$ cat config.mk
export PLATFORM = sky130hd
export DESIGN_NAME = uart_pair_irq
export DESIGN_NICKNAME = d
export VERILOG_FILES = /design/src/uart_pair_irq_pkg.sv /design/src/uart_pair_irq.sv
export SDC_FILE = /design/constraint.sdc
export NUM_CORES = 1
export LEC_CHECK = 0
export BUFFER_PORTS_ARGS = -buffer_cell sky130_fd_sc_hd__clkbuf_2
export CAP_MARGIN = 20
export CORE_UTILIZATION = 25
export DETAILED_ROUTE_END_ITERATION = 8
export HOLD_SLACK_MARGIN = 0.15
export PLACE_DENSITY = 0.42
export SLEW_MARGIN = 20
export SYNTH_ARGS = -nofsm -noshare
export SYNTH_HDL_FRONTEND = slang
export SYNTH_SLANG_ARGS = --single-unit
$ cat constraint.sdc
create_clock -name mclk -period 4.9 [get_ports mclk]
set_clock_uncertainty 0.1 [all_clocks]
set_input_delay 0 -clock mclk [delete_from_list [all_inputs] [get_ports mclk]]
set_output_delay 0 -clock mclk [all_outputs]
set_load 0.1 [all_outputs]
$ cat src/uart_pair_irq_pkg.sv
// Constants, field layouts and carrier types for the serial pair interrupt block
package uart_pair_irq_pkg;

  // Timing: crystal clock and pin-change sampling strobe
  localparam int          CLK_HZ        = 200_000_000;
  localparam int          STROBE_HZ     = 38_400;
  localparam int          STROBE_DIV    = CLK_HZ / STROBE_HZ;
  localparam logic [3:0]  XTAL_DIV_LAST = 4'hF;

  // Register indices; byte address is four times the index
  localparam logic [4:0]  IDX_AUX       = 5'h00;
  localparam logic [4:0]  IDX_ICF       = 5'h01;
  localparam logic [4:0]  IDX_ISR       = 5'h02;
  localparam logic [4:0]  IDX_IMR       = 5'h03;
  localparam logic [4:0]  IDX_PRE_HIGH  = 5'h04;
  localparam logic [4:0]  IDX_PRE_LOW   = 5'h05;
  localparam logic [4:0]  IDX_CNT_HIGH  = 5'h06;
  localparam logic [4:0]  IDX_CNT_LOW   = 5'h07;
  localparam logic [4:0]  IDX_MW0_A     = 5'h08;
  localparam logic [4:0]  IDX_MW1_A     = 5'h09;
  localparam logic [4:0]  IDX_MW0_B     = 5'h0A;
  localparam logic [4:0]  IDX_MW1_B     = 5'h0B;
  localparam logic [4:0]  IDX_PIN_CFG   = 5'h0C;
  localparam logic [4:0]  IDX_COMMAND   = 5'h0D;
  localparam logic [4:0]  IDX_START     = 5'h0E;
  localparam logic [4:0]  IDX_STOP      = 5'h0F;
  localparam logic [4:0]  IDX_THRESH    = 5'h10;

  // Interrupt status bit positions; channel b sits four above channel a
  localparam int          ISR_TX_A      = 0;
  localparam int          ISR_RX_A      = 1;
  localparam int          ISR_BRK_A     = 2;
  localparam int          ISR_CT        = 3;
  localparam int          ISR_COS       = 7;
  localparam int          CH_STRIDE     = 4;

  // Field positions
  localparam int          AUX_CT_LSB    = 4;
  localparam int          AUX_CT_MODE   = 6;
  localparam int          MW_RX_BIT     = 6;
  localparam int          MW0_TX_LSB    = 4;

  // Reset values
  localparam logic [7:0]  AUX_RST       = 8'h00;
  localparam logic [7:0]  IMR_RST       = 8'h00;
  localparam logic [7:0]  MW_RST        = 8'h00;
  localparam logic [15:0] PRELOAD_RST   = 16'h0002;
  localparam logic [15:0] PIN_CFG_RST   = 16'h0000;
  localparam logic [3:0]  THRESH_RST    = 4'h0;

  // Bus answers
  localparam logic [1:0]  RESP_OKAY     = 2'h0;
  localparam logic [1:0]  RESP_SLVERR   = 2'h2;

  // Receiver events of one channel
  typedef struct packed {
    logic [3:0] fill;       // Bytes held in the receive queue, 0..8
    logic       watchdog;   // Enabled receive watchdog has timed out
    logic       brk_edge;   // Pulse: received break began or ended
    logic       read;       // Pulse: receive queue read
  } rx_evt_t;

  // Transmitter events of one channel
  typedef struct packed {
    logic [3:0] free;       // Empty transmit queue slots, 0..8
    logic       enabled;    // Transmitter enabled and not in reset
    logic       write;      // Pulse: transmit queue written
  } tx_evt_t;

  // Two-bit level select to a byte count
  function automatic logic [3:0] fill_level(input logic [1:0] sel);
    case (sel)
      2'h0:    return 4'h1;
      2'h1:    return 4'h4;
      2'h2:    return 4'h6;
      default: return 4'h8;
    endcase
  endfunction

endpackage

$ cat src/uart_pair_irq.sv
// Interrupt status, mask, counter/timer and pin-change detectors for one serial pair
//
// Our own choices: the AXI4-Lite interface to the registers and the address map.
`timescale 1ns/1ps

module uart_pair_irq #(
  parameter int STROBE_CYCLES = uart_pair_irq_pkg::STROBE_DIV
) (
  // Clock and reset
  input  wire logic                        mclk,
  input  wire logic                        reset,
  // AXI4-Lite write channels
  input  wire logic                        s_axi_awvalid,
  output logic                             s_axi_awready,
  input  wire logic [6:0]                  s_axi_awaddr,
  input  wire logic                        s_axi_wvalid,
  output logic                             s_axi_wready,
  input  wire logic [31:0]                 s_axi_wdata,
  input  wire logic [3:0]                  s_axi_wstrb,
  output logic                             s_axi_bvalid,
  input  wire logic                        s_axi_bready,
  output logic [1:0]                       s_axi_bresp,
  // AXI4-Lite read channels
  input  wire logic                        s_axi_arvalid,
  output logic                             s_axi_arready,
  input  wire logic [6:0]                  s_axi_araddr,
  output logic                             s_axi_rvalid,
  input  wire logic                        s_axi_rready,
  output logic [31:0]                      s_axi_rdata,
  output logic [1:0]                       s_axi_rresp,
  // Receiver and transmitter events, index 0 is channel a
  input  uart_pair_irq_pkg::rx_evt_t [1:0] rx_evt,
  input  uart_pair_irq_pkg::tx_evt_t [1:0] tx_evt,
  // Pins: I/O0a, I/O1a, I/O0b, I/O1b levels and transmit 1x clocks
  input  wire logic [3:0]                  pin_level,
  input  wire logic [1:0]                  tx_clk_1x,
  // Pin directions, counter/timer output and interrupt
  output logic [7:0]                       pin_oe,
  output logic                             ct_out,
  output logic                             irq_out_n
);
  import uart_pair_irq_pkg::*;

  logic [7:0]  aux_control_reg;
  logic [7:0]  interrupt_mask_reg;
  logic [7:0]  interrupt_status_reg;
  logic [7:0]  interrupt_status_next;
  logic [3:0]  change_flags_reg;
  logic [7:0]  mode_word_zero_reg [2];
  logic [7:0]  mode_word_one_reg [2];
  logic [15:0] preload_reg;
  logic [15:0] count_reg;
  logic [15:0] pin_config_reg;
  logic [3:0]  threshold_reg;
  logic        aw_held_reg;
  logic [4:0]  aw_idx_reg;
  logic        w_held_reg;
  logic [7:0]  wdata_reg;
  logic        wlane0_reg;
  logic        wr_go;
  logic        ar_fire;
  logic [4:0]  ar_idx;
  logic [31:0] rd_val;
  logic        rd_icf;
  logic        rd_start;
  logic        rd_stop;
  logic [15:0] strobe_cnt_reg;
  logic        strobe_en_reg;
  logic [3:0]  xtal_div_reg;
  logic        xtal16_en_reg;
  logic        primed_reg;
  logic [3:0]  confirmed_reg;
  logic [3:0]  pending_reg;
  logic [3:0]  cos_new;
  logic [1:0]  rx_met;
  logic [1:0]  tx_met;
  logic [1:0]  brk_clr;
  logic        pin1_prev_reg;
  logic [1:0]  txclk_prev_reg;
  logic [3:0]  pin_div_reg;
  logic        pin_edge;
  logic        ct_tick;
  logic        timer_mode;
  logic        ct_run_reg;
  logic        ct_phase_reg;
  logic        ct_ready_set;
  logic [3:0]  bid;

  function automatic logic reg_mapped(input logic [4:0] idx);
    return idx <= IDX_THRESH;
  endfunction

  function automatic logic wr_hit(input logic [4:0] idx);
    return wr_go && (aw_idx_reg == idx) && wlane0_reg;
  endfunction

  // Bus decode strobes
  assign wr_go    = aw_held_reg && w_held_reg && !s_axi_bvalid;
  assign ar_fire  = s_axi_arvalid && s_axi_arready;
  assign ar_idx   = s_axi_araddr[6:2];
  assign rd_icf   = ar_fire && (ar_idx == IDX_ICF);
  assign rd_start = ar_fire && (ar_idx == IDX_START);
  assign rd_stop  = ar_fire && (ar_idx == IDX_STOP);
  assign brk_clr  = {2{wr_hit(IDX_COMMAND)}} & wdata_reg[1:0];

  // Write address channel, held until the write is performed
  always_ff @(posedge mclk) begin
    if (reset) begin
      aw_held_reg   <= 1'b0;
      aw_idx_reg    <= 5'h00;
      s_axi_awready <= 1'b0;
    end else if (s_axi_awvalid && s_axi_awready) begin
      aw_held_reg   <= 1'b1;
      aw_idx_reg    <= s_axi_awaddr[6:2];
      s_axi_awready <= 1'b0;
    end else if (wr_go) begin
      aw_held_reg   <= 1'b0;
      s_axi_awready <= 1'b1;
    end else begin
      s_axi_awready <= !aw_held_reg;
    end
  end

  // Write data channel, only the low byte lane carries register bits
  always_ff @(posedge mclk) begin
    if (reset) begin
      w_held_reg   <= 1'b0;
      wdata_reg    <= 8'h00;
      wlane0_reg   <= 1'b0;
      s_axi_wready <= 1'b0;
    end else if (s_axi_wvalid && s_axi_wready) begin
      w_held_reg   <= 1'b1;
      wdata_reg    <= s_axi_wdata[7:0];
      wlane0_reg   <= s_axi_wstrb[0];
      s_axi_wready <= 1'b0;
    end else if (wr_go) begin
      w_held_reg   <= 1'b0;
      s_axi_wready <= 1'b1;
    end else begin
      s_axi_wready <= !w_held_reg;
    end
  end

  // Write response one cycle after both halves are held
  always_ff @(posedge mclk) begin
    if (reset) begin
      s_axi_bvalid <= 1'b0;
      s_axi_bresp  <= RESP_OKAY;
    end else if (wr_go) begin
      s_axi_bvalid <= 1'b1;
      s_axi_bresp  <= reg_mapped(aw_idx_reg) ? RESP_OKAY : RESP_SLVERR;
    end else if (s_axi_bready) begin
      s_axi_bvalid <= 1'b0;
    end
  end

  // Software-written registers; preload bytes are write-only
  always_ff @(posedge mclk) begin
    if (reset) begin
      aux_control_reg    <= AUX_RST;
      interrupt_mask_reg <= IMR_RST;
      preload_reg        <= PRELOAD_RST;
      pin_config_reg     <= PIN_CFG_RST;
      threshold_reg      <= THRESH_RST;
      mode_word_zero_reg <= '{MW_RST, MW_RST};
      mode_word_one_reg  <= '{MW_RST, MW_RST};
    end else begin
      if (wr_hit(IDX_AUX)) aux_control_reg <= wdata_reg;
      if (wr_hit(IDX_IMR)) interrupt_mask_reg <= wdata_reg;
      if (wr_hit(IDX_PRE_HIGH)) preload_reg[15:8] <= wdata_reg;
      if (wr_hit(IDX_PRE_LOW)) preload_reg[7:0] <= wdata_reg;
      if (wr_hit(IDX_PIN_CFG)) pin_config_reg[7:0] <= wdata_reg;
      if (wr_hit(IDX_THRESH)) threshold_reg <= wdata_reg[3:0];
      if (wr_hit(IDX_MW0_A)) mode_word_zero_reg[0] <= wdata_reg;
      if (wr_hit(IDX_MW1_A)) mode_word_one_reg[0] <= wdata_reg;
      if (wr_hit(IDX_MW0_B)) mode_word_zero_reg[1] <= wdata_reg;
      if (wr_hit(IDX_MW1_B)) mode_word_one_reg[1] <= wdata_reg;
    end
  end

  // Read value; status is shown unmasked and pins are read live
  always_comb begin
    rd_val = 32'h0000_0000;
    case (ar_idx)
      IDX_AUX:      rd_val[7:0] = aux_control_reg;
      IDX_ICF:      rd_val[7:0] = {change_flags_reg, pin_level};
      IDX_ISR:      rd_val[7:0] = interrupt_status_reg;
      IDX_IMR:      rd_val[7:0] = interrupt_mask_reg;
      IDX_CNT_HIGH: rd_val[7:0] = count_reg[15:8];
      IDX_CNT_LOW:  rd_val[7:0] = count_reg[7:0];
      IDX_MW0_A:    rd_val[7:0] = mode_word_zero_reg[0];
      IDX_MW1_A:    rd_val[7:0] = mode_word_one_reg[0];
      IDX_MW0_B:    rd_val[7:0] = mode_word_zero_reg[1];
      IDX_MW1_B:    rd_val[7:0] = mode_word_one_reg[1];
      IDX_PIN_CFG:  rd_val[7:0] = pin_config_reg[7:0];
      IDX_THRESH:   rd_val[3:0] = threshold_reg;
      default:      rd_val = 32'h0000_0000;
    endcase
  end

  // Read channel; the value is captured at the address handshake
  always_ff @(posedge mclk) begin
    if (reset) begin
      s_axi_arready <= 1'b0;
      s_axi_rvalid  <= 1'b0;
      s_axi_rdata   <= 32'h0000_0000;
      s_axi_rresp   <= RESP_OKAY;
    end else if (ar_fire) begin
      s_axi_arready <= 1'b0;
      s_axi_rvalid  <= 1'b1;
      s_axi_rdata   <= rd_val;
      s_axi_rresp   <= reg_mapped(ar_idx) ? RESP_OKAY : RESP_SLVERR;
    end else if (s_axi_rvalid && s_axi_rready) begin
      s_axi_rvalid  <= 1'b0;
      s_axi_arready <= 1'b1;
    end else begin
      s_axi_arready <= !s_axi_rvalid;
    end
  end

  // Sampling strobe and crystal divided by 16
  always_ff @(posedge mclk) begin
    if (reset) begin
      strobe_cnt_reg <= 16'h0000;
      strobe_en_reg  <= 1'b0;
      xtal_div_reg   <= 4'h0;
      xtal16_en_reg  <= 1'b0;
    end else begin
      strobe_en_reg  <= (strobe_cnt_reg == 16'(STROBE_CYCLES - 1));
      strobe_cnt_reg <= (strobe_cnt_reg == 16'(STROBE_CYCLES - 1)) ? 16'h0000 : strobe_cnt_reg + 16'h0001;
      xtal16_en_reg  <= (xtal_div_reg == XTAL_DIV_LAST);
      xtal_div_reg   <= xtal_div_reg + 4'h1;
    end
  end

  // First strobe after reset only loads the confirmed levels
  always_ff @(posedge mclk) begin
    if (reset) begin
      primed_reg <= 1'b0;
    end else if (strobe_en_reg) begin
      primed_reg <= 1'b1;
    end
  end

  // Change detectors: two differing strobe samples confirm a change
  generate
    for (genvar k = 0; k < 4; k++) begin : g_detect
      assign cos_new[k] = strobe_en_reg && primed_reg && pending_reg[k]
                          && (pin_level[k] != confirmed_reg[k]);
      always_ff @(posedge mclk) begin
        if (reset) begin
          confirmed_reg[k] <= 1'b0;
          pending_reg[k]   <= 1'b0;
        end else if (strobe_en_reg) begin
          if (!primed_reg || cos_new[k]) begin
            confirmed_reg[k] <= pin_level[k];
            pending_reg[k]   <= 1'b0;
          end else begin
            pending_reg[k]   <= (pin_level[k] != confirmed_reg[k]);
          end
        end
      end
    end
  endgenerate

  // Change flags: a new change wins over a clearing read
  always_ff @(posedge mclk) begin
    if (reset) begin
      change_flags_reg <= 4'h0;
    end else begin
      change_flags_reg <= (rd_icf ? 4'h0 : change_flags_reg) | cos_new;
    end
  end

  // Fill and free-slot comparisons per channel
  generate
    for (genvar c = 0; c < 2; c++) begin : g_level
      assign rx_met[c] = (rx_evt[c].fill >= fill_level({mode_word_zero_reg[c][MW_RX_BIT],
                          mode_word_one_reg[c][MW_RX_BIT]})) || rx_evt[c].watchdog;
      assign tx_met[c] = tx_evt[c].enabled
                         && (tx_evt[c].free >= fill_level(mode_word_zero_reg[c][MW0_TX_LSB +: 2]));
    end
  endgenerate

  // Next interrupt status; break, change and timer ready sets win over their clears, queue accesses over the levels
  always_comb begin
    interrupt_status_next = interrupt_status_reg;
    for (int c = 0; c < 2; c++) begin
      // Queue access clears for one cycle, then the level re-evaluates
      interrupt_status_next[ISR_RX_A + CH_STRIDE * c] = !rx_evt[c].read && rx_met[c];
      interrupt_status_next[ISR_TX_A + CH_STRIDE * c] = !tx_evt[c].write && tx_met[c];
      if (brk_clr[c]) interrupt_status_next[ISR_BRK_A + CH_STRIDE * c] = 1'b0;
      if (rx_evt[c].brk_edge) interrupt_status_next[ISR_BRK_A + CH_STRIDE * c] = 1'b1;
    end
    if (rd_icf) interrupt_status_next[ISR_COS] = 1'b0;
    if (|(cos_new & aux_control_reg[3:0])) interrupt_status_next[ISR_COS] = 1'b1;
    if (rd_stop) interrupt_status_next[ISR_CT] = 1'b0;
    if (ct_ready_set) interrupt_status_next[ISR_CT] = 1'b1;
  end

  // Interrupt status register
  always_ff @(posedge mclk) begin
    if (reset) begin
      interrupt_status_reg <= 8'h00;
    end else begin
      interrupt_status_reg <= interrupt_status_next;
    end
  end

  // Clock source edges; the pin clock ignores the pin direction
  assign pin_edge   = pin_level[1] && !pin1_prev_reg;
  assign timer_mode = aux_control_reg[AUX_CT_MODE];
  always_ff @(posedge mclk) begin
    if (reset) begin
      pin1_prev_reg  <= 1'b0;
      txclk_prev_reg <= 2'h0;
      pin_div_reg    <= 4'h0;
    end else begin
      pin1_prev_reg  <= pin_level[1];
      txclk_prev_reg <= tx_clk_1x;
      if (pin_edge) pin_div_reg <= pin_div_reg + 4'h1;
    end
  end

  // Mode and clock source select
  always_comb begin
    case (aux_control_reg[AUX_CT_LSB +: 3])
      3'h0, 3'h4: ct_tick = pin_edge;
      3'h1:       ct_tick = tx_clk_1x[0] && !txclk_prev_reg[0];
      3'h2:       ct_tick = tx_clk_1x[1] && !txclk_prev_reg[1];
      3'h5:       ct_tick = pin_edge && (pin_div_reg == XTAL_DIV_LAST);
      3'h6:       ct_tick = 1'b1;
      default:    ct_tick = xtal16_en_reg;
    endcase
  end

  // Ready event: timer on every second reload, counter on reaching zero
  assign ct_ready_set = ct_run_reg && ct_tick && !rd_start && !(rd_stop && !timer_mode)
                        && (timer_mode ? (count_reg <= 16'h0001) && ct_phase_reg
                                       : (count_reg == 16'h0001));

  // Counter/timer
  always_ff @(posedge mclk) begin
    if (reset) begin
      ct_run_reg   <= 1'b0;
      ct_phase_reg <= 1'b0;
      count_reg    <= 16'h0000;
      ct_out       <= 1'b1;
    end else if (rd_start) begin
      count_reg    <= preload_reg;
      ct_run_reg   <= 1'b1;
      ct_phase_reg <= 1'b0;
      ct_out       <= 1'b1;
    end else if (rd_stop && !timer_mode) begin
      ct_run_reg   <= 1'b0;
      ct_out       <= 1'b1;
    end else if (ct_run_reg && ct_tick) begin
      if (timer_mode) begin
        // Half-period ends after preload ticks; new preload taken here
        if (count_reg <= 16'h0001) begin
          count_reg    <= preload_reg;
          ct_out       <= !ct_out;
          ct_phase_reg <= !ct_phase_reg;
        end else begin
          count_reg <= count_reg - 16'h0001;
        end
      end else begin
        count_reg <= count_reg - 16'h0001;
        if (count_reg == 16'h0001) ct_out <= 1'b0;
      end
    end
  end

  // Bid: highest masked source plus one
  always_comb begin
    bid = 4'h0;
    for (int i = 0; i < 8; i++) begin
      if (interrupt_status_reg[i] && interrupt_mask_reg[i]) bid = 4'(i + 1);
    end
  end

  // Interrupt output and pin directions
  always_ff @(posedge mclk) begin
    if (reset) begin
      irq_out_n <= 1'b1;
      pin_oe    <= 8'h00;
    end else begin
      irq_out_n <= !(bid > threshold_reg);
      for (int p = 0; p < 8; p++) begin
        pin_oe[p] <= |pin_config_reg[2 * p +: 2];
      end
    end
  end
endmodule // uart_pair_irq

---- Word level (Yosys, flattened, before mapping) ----
Cells that the tools add are included.
storage, ports and cells
  register bits ........................... 183
  output and inout port bits .............. 51
  input bits .............................. 89
  word-level logic and storage cells ...... 289
cells by class
  add/sub/neg operators ................... 4
  order comparisons ....................... 8
  muxes and demuxes ....................... 51
  reductions and logical operators ........ 125
  bitwise gates (word level) .............. 4
  eq/ne operators ......................... 46
operators with widths
  operator               count
  $mux 16                5
  $eq 5x4->1 const B     13
  $logic_and 1x1->1      64
  $pmux 4 s12            1
  $pmux 4 s3             4
  $pmux 4 s11            1
  $mux 4                 8
  $mux 1                 29
  $reduce_bool 2->1      11
  $eq 5x3->1 const B     4
  $reduce_or 2->1        10
  $logic_not 1->1        18
  $add 16x1->16 const B  1
  $eq 16x1->1 const B    1
  $eq 16x13->1 const B   1
  $ge 4x4->1             4
  $le 16x1->1 const B    1
  $sub 16x1->16 const B  1
  $eq 5x2->1 const B     3
  $eq 5x5->1 const B     2
  $le 5x5->1 const B     2
  $logic_not 5->1        2
  $reduce_and 2->1       5
  $eq 3x3->1 const B     3
  24 further kinds       44

---- Depth between registers and ports, before layout ----
Gate-level depths: netlist (run 1).
  depth after elaboration ................. 11
  gate-level depth with buffers ........... 11
  depth with buffers taken out ............ 11

---- Least setup slack after synthesis (run 1) ----
OpenSTA, ideal clock, no wires.
  kind .................................... reg2reg
  start ................................... reg s_axi_arready
  end ..................................... reg count_reg[1]
  data arrival time ....................... 2.489 ns
  slack ................................... 2.220 ns
  setup time .............................. 0.091 ns
  data required time ...................... 4.709 ns
  path buffers ............................ 1
  cell stages (with the launch flop) ...... 7
  period minus slack after synthesis ...... 2.680 ns
  path through ............................ dfxtp_1 > nand2_1 > o41ai_2 > a21o_1 > buf_2 > o21ai_0 > a311oi_1
on the way
  cells in the longest elaborated chain, start to end .. 5
  elaborated cells between the ends (all ways) .. 8
  those cells by class .................... eq/ne: 1; mux: 1; reduce/logical: 6
RTL lines
  element                            line                  RTL
  start, declared                    uart_pair_irq.sv:25   output logic s_axi_arready,
  start signal, assigned             uart_pair_irq.sv:217  s_axi_arready <= !s_axi_rvalid;
  $logic_and 1x1->1 (*)              uart_pair_irq.sv:99   assign ar_fire = s_axi_arvalid && s_axi_arready;
  $logic_and 1x1->1                  uart_pair_irq.sv:103  assign rd_stop = ar_fire && (ar_idx == IDX_STOP);
  $logic_and 1x1->1                  uart_pair_irq.sv:354  end else if (rd_stop && !timer_mode) begin
  $ne 2x2->1 (no source line)        --
  $reduce_and 2->1 (no source line)  --
  end signal, assigned               uart_pair_irq.sv:350  count_reg <= preload_reg;
  end signal, assigned               uart_pair_irq.sv:361  count_reg <= preload_reg;
  end signal, assigned               uart_pair_irq.sv:365  count_reg <= count_reg - 16'h0001;
  end, declared                      uart_pair_irq.sv:52   logic [15:0] count_reg;
Mark *: on every way between the ends. The rest lies on a longest branch, timed or not.
A chain may end at the register's enable or synchronous reset.

---- Final worst setup path (run 1) ----
  start ................................... reg s_axi_bvalid
  end ..................................... reg mode_word_zero_reg[1] in the netlist's numbering
on the way
  cells in the longest elaborated chain, start to end .. 4
RTL lines
  element                         line                  RTL
  start, declared                 uart_pair_irq.sv:20   output logic s_axi_bvalid,
  start signal, assigned          uart_pair_irq.sv:147  s_axi_bvalid <= 1'b0;
  start signal, assigned          uart_pair_irq.sv:150  s_axi_bvalid <= 1'b1;
  start signal, assigned          uart_pair_irq.sv:153  s_axi_bvalid <= 1'b0;
  $logic_not 1->1                 uart_pair_irq.sv:98   assign wr_go = aw_held_reg && w_held_reg && !s_axi_bvalid;
  $logic_and 1x1->1               uart_pair_irq.sv:98
  $logic_and 1x1->1 (2 in a row)  uart_pair_irq.sv:94   return wr_go && (aw_idx_reg == idx) && wlane0_reg;
  end signal, assigned            uart_pair_irq.sv:165  mode_word_zero_reg <= '{MW_RST, MW_RST};
  end, declared                   uart_pair_irq.sv:49   logic [7:0] mode_word_zero_reg [2];
Every way passes these cells.

==> results of run 1 <==
cell families (layout without fill, tap and decap cells):
kind of cell,count (synthesis),after routing,synth area share
XOR/XNOR,24,24,0.0239
other,1,30,0.000426
AO/OA/AOI/OAI,196,196,0.151
AND/OR/NAND/NOR,377,377,0.207
flip-flops,181,181,0.411
buffers and inverters,122,242,0.0676
adder cells (fa/ha/maj),37,37,0.0526
multiplexers,76,76,0.0864
cells in the final DEF (no fill, tap or decap), drive strengths merged, types with 12 or more instances in the layout:
master and instances:
xor2 17, dfxtp 181, nand3 35, ha 37, clkbuf 95, conb 30
nor3 21, nand4 14, inv 44, o211ai 17, a22oi 32, o21ai 25
mux2i 76, a21oi 56, nand2 83, nor2b 12, nor2 146, dlygate4sd3 81
metal layers:
metal / track usage / share of wire
met1: 0.219 / 0.51
met4: 0.0354 / 0.0091
met3: 0.0258 / 0.035
met5: 0 / 0
met2: 0.246 / 0.45
synthesized netlist by cell type (3+ instances only):
library cell and n:
a22o_1 10, or4_1 4, nand4b_1 5, dfxtp_1 181, nand4_1 13, o211ai_1 17
o21a_1 3, nor3_1 19, a21o_1 10, buf_2 8, a21oi_1 56, o21ai_0 23
mux2i_1 76, o221ai_1 5, a32oi_1 5, nor2b_1 12, nand3b_1 5, nor4b_1 7
or3_1 6, clkbuf_1 38, buf_4 30, and3_1 10, nand2b_1 10, nand2_1 83
xnor2_1 7, a22oi_1 32, inv_1 43, a31oi_1 9, a221oi_1 6, ha_1 37
xor2_1 17, nor2_1 144, nand3_1 34, and2_1 8
per-stage QoR:
step	util	cells	instance area, um2
after global routing	0.316	1618	10900
after floorplan	-	1043	8920
after CTS	0.316	1618	10900
final	0.316	1618	10900
after detailed placement	0.275	1506	9520
after global placement	0.275	1506	9520
final timing paths:
check	from	to	cells past startpoint
setup reg to reg	s_axi_bvalid$_SDFFE_PP0P_	mode_word_zero_reg[1]$_SDFFE_PP0P_	6
hold / removal	rx_evt[1]	interrupt_status_reg[2]$_SDFFE_PP0P_	4
hold reg to reg	strobe_cnt_reg[0]$_SDFF_PP0_	strobe_cnt_reg[0]$_SDFF_PP0_	1
setup / recovery	s_axi_bvalid$_SDFFE_PP0P_	mode_word_zero_reg[1]$_SDFFE_PP0P_	6
critical path, cell delays in order, from the launching register on:
cell and delay, ps:
dfxtp_1 330, nand3b_1 280, nor4b_1 480, and2_1 460, nand3b_1 590, mux2i_1 340
nor2_1 60
where the power goes:
group / total [mW] / internal, mW / leakage, nW / switching [mW]
combinational: 0.324 / 0.0967 / 2.71 / 0.227
sequential: 1.52 / 1.49 / 1.46 / 0.0325
clock: 1.48 / 0.865 / 0.302 / 0.612
cell type report:
cell class	count	area [um2]	share of cell area
Multi-Input combinational cell	740	4700	0.429
Inverter	43	161	0.0147
Tap cell	455	569	0.0520
Sequential cell	181	3620	0.331
Timing Repair Buffer	168	1270	0.116
Clock buffer	18	439	0.0401
Clock inverter	13	181	0.0166
what timing repair did:
item	in CTS	in global routing
hold buffers	81	0
gates resized for setup	0	0
hold endpoints to repair	60	0
endpoints found under the setup margin	0	0
==> results.cfg, run 1 <==
[timing]
worst_pin_slew_ps = 982
rsz0062_at_grt = false
setup_ws_ps = 2110
fmax_mhz = 359
relSlewSlack = 0.343
fin_crit_sh = 0.569
finalHoldViolations = 0
period_needed_ps = 2790
setup_violations = 0
setup_tns_ps = 0
whs_ps = 226
timing.final.max_slew_violations = 0

[final_layout]
finalNetCount = 1277
n_fill_cell = 3673
antenna_cells = 0
area_growth_pct = 24.3
drive_gt1_frac = 0.112

[worst_setup_path]
reg2reg_slack_ps = 2110
critPathKind = flop to flop
cp.arrival_ps = 2980
startpoint_type = flop
path_max_fanout = 12
required_ps = 5090
worstSetupEndpointType = flop

[placed_design]
dp_hpwl_mm = 19.2
place.gp.congestion = 0.805
dpl_worst_slack_ps = 2140
port_buffers = 78

[clocking]
h-tree-depth = 4
insertion_delay_ps = 430
clk_pin_slew_worst_paths_ps = 70
clock_sinks = 181
cts_tree = yes
clockBufferDepth = 2
cts_buffers = 17
clockRootBuffer = clkbuf_16
cts_setup_buffers = 0

[power_and_ir_drop]
vdd_drop_max_uv = 242
p_per_area_nw_per_um2 = 304
power_mw = 3.32
p_leak_nw = 4.48

[routing]
ant_nets = 0
vias = 7660
vias_per_cell = 4.73
drc = 0
wl_mm = 27.1
first_pass_iters = 5
post_drt_wl_per_cell_um = 16.8
drt_iter0_markers = 439

[synth]
synthTopCellsByArea = dfxtp_1 (41%), mux2i_1 (8.6%), nor2_1 (6.1%)
synthArstFlopShare = 0
synth_top_area_cell = dfxtp_1
yosysWarnings = 0
syn_area_um2 = 8810
synthCells = 1014
synth-seq-cells = 181
synth_top_area_frac = 0.411
synth_edf_count = 0
syn_area_per_cell_um2 = 8.69
ys.flop_type = dfxtp_1
ys_seq_area_frac = 0.411
yosysUniqueCellTypes = 65

[floorplan]
die-area_um2 = 36000
coreArea_um2 = 34600
num_rows = 68
pin_count = 140
die_w_um = 190
die_y_um = 190
start_util = 0.254

[global_route]
grt_pass1_wl_mm = 42.7
antenna_found_initial = 1
grt_max_degree = 81
overflow = 0
grt_use_total = 0.155
grt_pass1_vias = 7369

[outcome]
status = finished, final reports clean

[min_path]
hold_class = primary input to flop

[flow_run]
cap_violations = 0
Power figures use the tool's default switching activity.
==> run 2: changes to the inputs <==
==> constraint.sdc (replaced) <==
create_clock -name mclk -period 2.9 [get_ports mclk]
set_clock_uncertainty 0.1 [all_clocks]
set_input_delay 0 -clock mclk [delete_from_list [all_inputs] [get_ports mclk]]
set_output_delay 0 -clock mclk [all_outputs]
set_load 0.1 [all_outputs]
==> run 2 against run 1 <==
Compared with the run above:
- first-iteration DRC count increased by 5.2%
- non-clock buffer count increased by 17
- sequential power increased by 70%
- wire length increased by 2.5%
- clock-buffer cell count increased by 3
- register-to-register slack got worse by 1800 ps
- hold slack improved by 11 ps
- flip-flop and latch count unchanged
- combinational power increased by 72%
- critical path depth increased by 1
- final cell count increased by 1.2%
- highest routed layer unchanged
==> results.cfg, run 2 (same netlist as run 1, synthesis figures left out) <==
[global_route]
grt_max_degree = 67
antenna_found_initial = 0
grt_pass1_vias = 7479
grt_use_total = 0.160
overflow = 0
grt_pass1_wl_mm = 43.7

[routing]
ant_nets = 0
post_drt_wl_per_cell_um = 17.0
drt_iter0_markers = 462
vias = 7709
wl_mm = 27.8
drc = 0
first_pass_iters = 4
vias_per_cell = 4.71

[clocking]
clock_sinks = 181
clockRootBuffer = clkbuf_16
cts_setup_buffers = 0
cts_resized = 0
clk_pin_slew_worst_paths_ps = 70
h-tree-depth = 4
clockBufferDepth = 2
cts_buffers = 17
cts_tree = yes
insertion_delay_ps = 430

[floorplan]
die_w_um = 190
pin_count = 140
start_util = 0.254
coreArea_um2 = 34600
die_y_um = 190
num_rows = 68
die-area_um2 = 36000

[power_and_ir_drop]
p_per_area_nw_per_um2 = 481
power_mw = 5.28
vdd_drop_max_uv = 392
p_leak_nw = 4.51

[outcome]
status = finished, final reports clean

[worst_setup_path]
critPathKind = flop to flop
required_ps = 3090
slowest_stage = nor3_2
timing.critical_path.buf_inv = 1
path_max_fanout = 13
path_cells = nor4_4 -> nand4_2 -> nor3_2 -> buf_4 -> nor3_1 -> nand2_1 -> o221ai_1
worstSetupEndpointType = flop
cpLargestDelayFamily = simple AND/OR/NAND/NOR gates
startpoint_type = flop
max_stage_delay_ps = 590
cp.arrival_ps = 2770

[timing]
finalHoldViolations = 0
rsz0062_at_grt = false
fmax_mhz = 388
period_needed_ps = 2570
setup_violations = 0
timing.final.max_slew_violations = 0
fin_crit_sh = 0.888
relSlewSlack = 0.476
setup_tns_ps = 0
worst_pin_slew_ps = 786

[final_layout]
area_growth_pct = 24.6
final_common_cell = dfxtp_1
finalNetCount = 1294
n_fill_cell = 3650
drive_gt1_frac = 0.123
most-common-layout-cells = dfxtp_1 (181), nor2_1 (144), nand2_1 (83)

[placed_design]
dp_hpwl_mm = 19.6
place.gp.congestion = 0.799
port_buffers = 78

[flow_run]
cap_violations = 0

[min_path]
hold_class = primary input to flop
## run 2: cell types whose count changed in the layout (fill, tap and decap cells not counted)
cell           previous run  this run
bufinv_16                 4         0
buf_4                    10        28
clkinv_4                  2         3
clkbuf_8                  1         0
clkbuf_1                  0         4
inv_6                     1         2
dlygate4sd3_1            81        80
diode_2                   0         1
## run 2: metrics by stage
stage,util,cells,cell area (um2),setup WS [ps],hold WS [ps]
floorplan,-,1043,8920,220,-27.2
global placement,0.279,1524,9650,417,74.4
detailed placement,0.279,1524,9650,380,75.5
CTS,0.317,1636,11000,301,219
global route,0.317,1636,11000,155,235
finish,0.317,1637,11000,325,237
## run 2: worst paths after layout
check                                                  start  depth (start not counted)                                   end  slack [ps]
worst min register to register  strobe_cnt_reg[0]$_SDFF_PP0_                          1          strobe_cnt_reg[0]$_SDFF_PP0_         350
worst max register to register     count_reg[5]$_SDFFE_PP0P_                          7            count_reg[14]$_SDFFE_PP0P_         330
worst max-delay path               count_reg[5]$_SDFFE_PP0P_                          7            count_reg[14]$_SDFFE_PP0P_         330
worst min-delay path                               rx_evt[8]                          4  interrupt_status_reg[6]$_SDFFE_PP0P_         240
## run 2: timing repair
item	4_1_cts	5_1_grt
endpoints found under the setup margin	0	0
endpoints found under the hold margin	73	0
hold buffers	80	0
## run 2: report_power, final
part / leakage (nW) / switching [mW] / internal (mW) / total, mW
Combinational: 2.80 / 0.388 / 0.169 / 0.557
Sequential: 1.46 / 0.0575 / 2.52 / 2.58
Clock: 0.252 / 1.04 / 1.10 / 2.14
Total: 4.51 / 1.49 / 3.79 / 5.28
## run 2: final cells by class
cell class	count	area [um2]	area share
clock buffers	21	440	0.0401
flip-flops and latches	181	3620	0.330
multi-input cells	740	4700	0.428
clock inverters	11	78.8	0.00718
diodes	1	2.50	0.000228
well taps	455	569	0.0519
inverters	43	161	0.0147
repair buffers	185	1400	0.127
## run 2: worst reg2reg max path, delay by kind of cell, from the launching register on
| family | cells | cell delay [ps] |
|---|---|---|
| DFF | 1 | 410 |
| buffers and inverters | 1 | 320 |
| and+or+nand+nor | 5 | 1460 |
| AOI/OAI and AO/OA | 1 | 150 |
## run 2: per-layer routing
metal,vias to the layer above,part of all wire,track usage
met1,3681,0.50,0.225
met3,17,0.041,0.0282
met4,0,0.012,0.0388
met2,180,0.44,0.250
li1,3831,-,-
met5,-,0,0
==> run 3: changes to the inputs <==
--- a/config.mk
+++ b/config.mk
@@ -5,6 +5,7 @@
 export SDC_FILE = /design/constraint.sdc
 export NUM_CORES = 1
 export LEC_CHECK = 0
+export ABC_AREA = 1
 export BUFFER_PORTS_ARGS = -buffer_cell sky130_fd_sc_hd__clkbuf_2
 export CAP_MARGIN = 20
 export CORE_UTILIZATION = 25
==> run 3 against run 2 <==
Compared with the run above:
- the run now ends with design-rule violations left
- combinational power up 13%
- core utilization shrank 0.88 points
- fmax increased by 4.0%
- clock-buffer cell count down 4
- sequential power about the same
- sequential share of layout area decreased by 0.12 points
- critical path type is now primary input to flop
==> results.cfg, run 3 <==
[outcome]
status = finished, violations left
violations = design-rule violations

[synth]
post-synth-top-count-cell = nand2_1
synthMuxAreaShare = 0
synth_top_area_frac = 0.397
synthCells = 1247
yosys-top-cells-count = nand2_1 (213), dfxtp_1 (181), inv_1 (150), nor2_1 (141), a21oi_1 (123)
syn_area_per_cell_um2 = 7.31
yosysUniqueCellTypes = 44
synth_edf_count = 0
synth_top_family_by_area = simple AND/OR/NAND/NOR gates
synthSimpleGateAreaFrac = 0.239
synth_top_area_cell = dfxtp_1
synthArstFlopShare = 0
synth_xor_area_frac = 0.0134
ys_seq_area_frac = 0.397
synth-seq-cells = 181
synth_compound_area_frac = 0.185
ys.flop_type = dfxtp_1
yosysWarnings = 0
synthTopCellsByArea = dfxtp_1 (40%), nand2_1 (8.8%), a21oi_1 (6.7%)
synthAdderAreaFrac = 0.0508
syn_area_um2 = 9120

[routing]
post_drt_wl_per_cell_um = 14.5
vias = 8161
first_pass_iters = 7
ant_nets = 0
vias_per_cell = 4.42
wl_mm = 26.8
drt_iter0_markers = 399
drc = 28

[placed_design]
placedCellCount = 1755
place.gp.congestion = 0.798
dp_hpwl_mm = 19.8
port_buffers = 78

[global_route]
grt_pass1_vias = 7807
overflow = 0
grt_use_total = 0.150
antenna_found_initial = 0
grt_pass1_wl_mm = 42.5
grt_max_degree = 77

[timing]
worst_pin_slew_ps = 887
fmax_mhz = 404
timing.final.max_slew_violations = 0
period_needed_ps = 2480
finalHoldViolations = 0
fin_crit_sh = 0.854
rsz0062_at_grt = false
relSlewSlack = 0.406
setup_violations = 0
setup_tns_ps = 0
whs_ps = 156

[final_layout]
final_common_cell = nand2_1
finalNetCount = 1497
multi_input_comb_area_um2 = 4560
most-common-layout-cells = nand2_1 (213), dfxtp_1 (181), inv_1 (149)
seqCellArea_um2 = 3620
n_fill_cell = 4024
area_growth_pct = 20.8
final_cells = 1846
drive_gt1_frac = 0.121
final_util = 0.308

[clocking]
clockBufferDepth = 2
cts_tree = yes
clockRootBuffer = clkbuf_16
clk_pin_slew_worst_paths_ps = 80
clock_sinks = 181
h-tree-depth = 4
cts_buffers = 17
insertion_delay_ps = 440
cts_resized = 0

[floorplan]
num_rows = 69
die_y_um = 193
coreArea_um2 = 35700
die_w_um = 193
die-area_um2 = 37200
pin_count = 140
start_util = 0.255

[worst_setup_path]
worstSetupEndpointType = flop
path_max_fanout = 76
startpoint_type = primary input
critPathKind = primary input to flop
reg2reg_slack_ps = 500
ff2ff_path_depth = 10
timing.rr.start = mode_word_zero_reg[14]$_SDFFE_PP0P_
cp.arrival_ps = 2760
rr_endpoint = interrupt_status_reg[1]$_SDFF_PP0_
required_ps = 3190

[power_and_ir_drop]
p_leak_nw = 4.62
p_per_area_nw_per_um2 = 515
vdd_drop_max_uv = 338

[min_path]
hold-path-endpoint = interrupt_status_reg[3]$_SDFFE_PP0P_
holdPathStages = 6
worstHoldStart = s_axi_arvalid
hold_class = primary input to flop

[flow_run]
cap_violations = 0
==> run 3: how the worst max path moves through the flow <==
stage | from | to | slack (ps)
after floorplan | s_axi_arready$_SDFF_PP0_ | count_reg[10]$_SDFFE_PP0P_ | 580
after global placement | w_held_reg$_SDFFE_PP0P_ | preload_reg[12]$_SDFFE_PP0P_ | 850
after detailed placement | w_held_reg$_SDFFE_PP0P_ | preload_reg[10]$_SDFFE_PP0P_ | 800
after CTS | s_axi_araddr[6] | ct_run_reg$_SDFFE_PP0P_ | 460
after global routing | reset | aw_idx_reg[3]$_SDFFE_PP0P_ | 290
final | reset | aw_idx_reg[3]$_SDFFE_PP0P_ | 420
==> run 3: layout make-up <==
cell class	count	area share
diodes	1	0.000227
clock buffers	17	0.0386
clock inverters	15	0.0172
inverters	164	0.0560
multi-input cells	866	0.414
flip-flops and latches	181	0.329
well taps	461	0.0524
repair buffers	141	0.0927
==> run 3: worst max-delay path, stage by stage <==
cell and delay (ps):
dlygate4sd3_1 540, buf_2 240, inv_2 200, buf_12 260, o21ai_0 140, dlygate4sd3_1 570, a21oi_1 110, dlygate4sd3_1 560
==> run 3: through the flow <==
stage	cell area [um2]	setup slack (ps)	total power [mW]
2_1_floorplan	9230	582	3.08
3_3_place_gp	9820	849	3.19
3_5_place_dp	9820	796	3.19
4_1_cts	11000	462	5.75
5_1_grt	11000	289	5.91
6_report	11000	425	5.67
==> run 3: where the power goes <==
part	switching [mW]	total (mW)	internal (mW)	leakage, nW
sequential	0.0371	2.56	2.52	1.47
clock	1.16	2.48	1.32	0.304
combinational	0.462	0.631	0.170	2.85
total	1.66	5.67	4.01	4.62
==> run 3: routing by layer <==
metal	track usage	vias up	wire length (um)
met2	0.253	133	12600
met5	0	-	0
li1	-	4289	-
met3	0.0205	18	942
met4	0.0391	0	408
met1	0.199	3721	12900
==> run 3: cells by family after synthesis <==
group	Yosys count
other	1
adders and majority gates	37
DFF	181
xor gates and xnor gates	14
and+or+nand+nor	483
buffers and inverters	229
AOI/OAI and AO/OA	302
==> run 3: timing repair <==
action,4_1_cts,5_1_grt
hold endpoints to repair,67,0
setup buffers,0,0
hold buffers,58,0
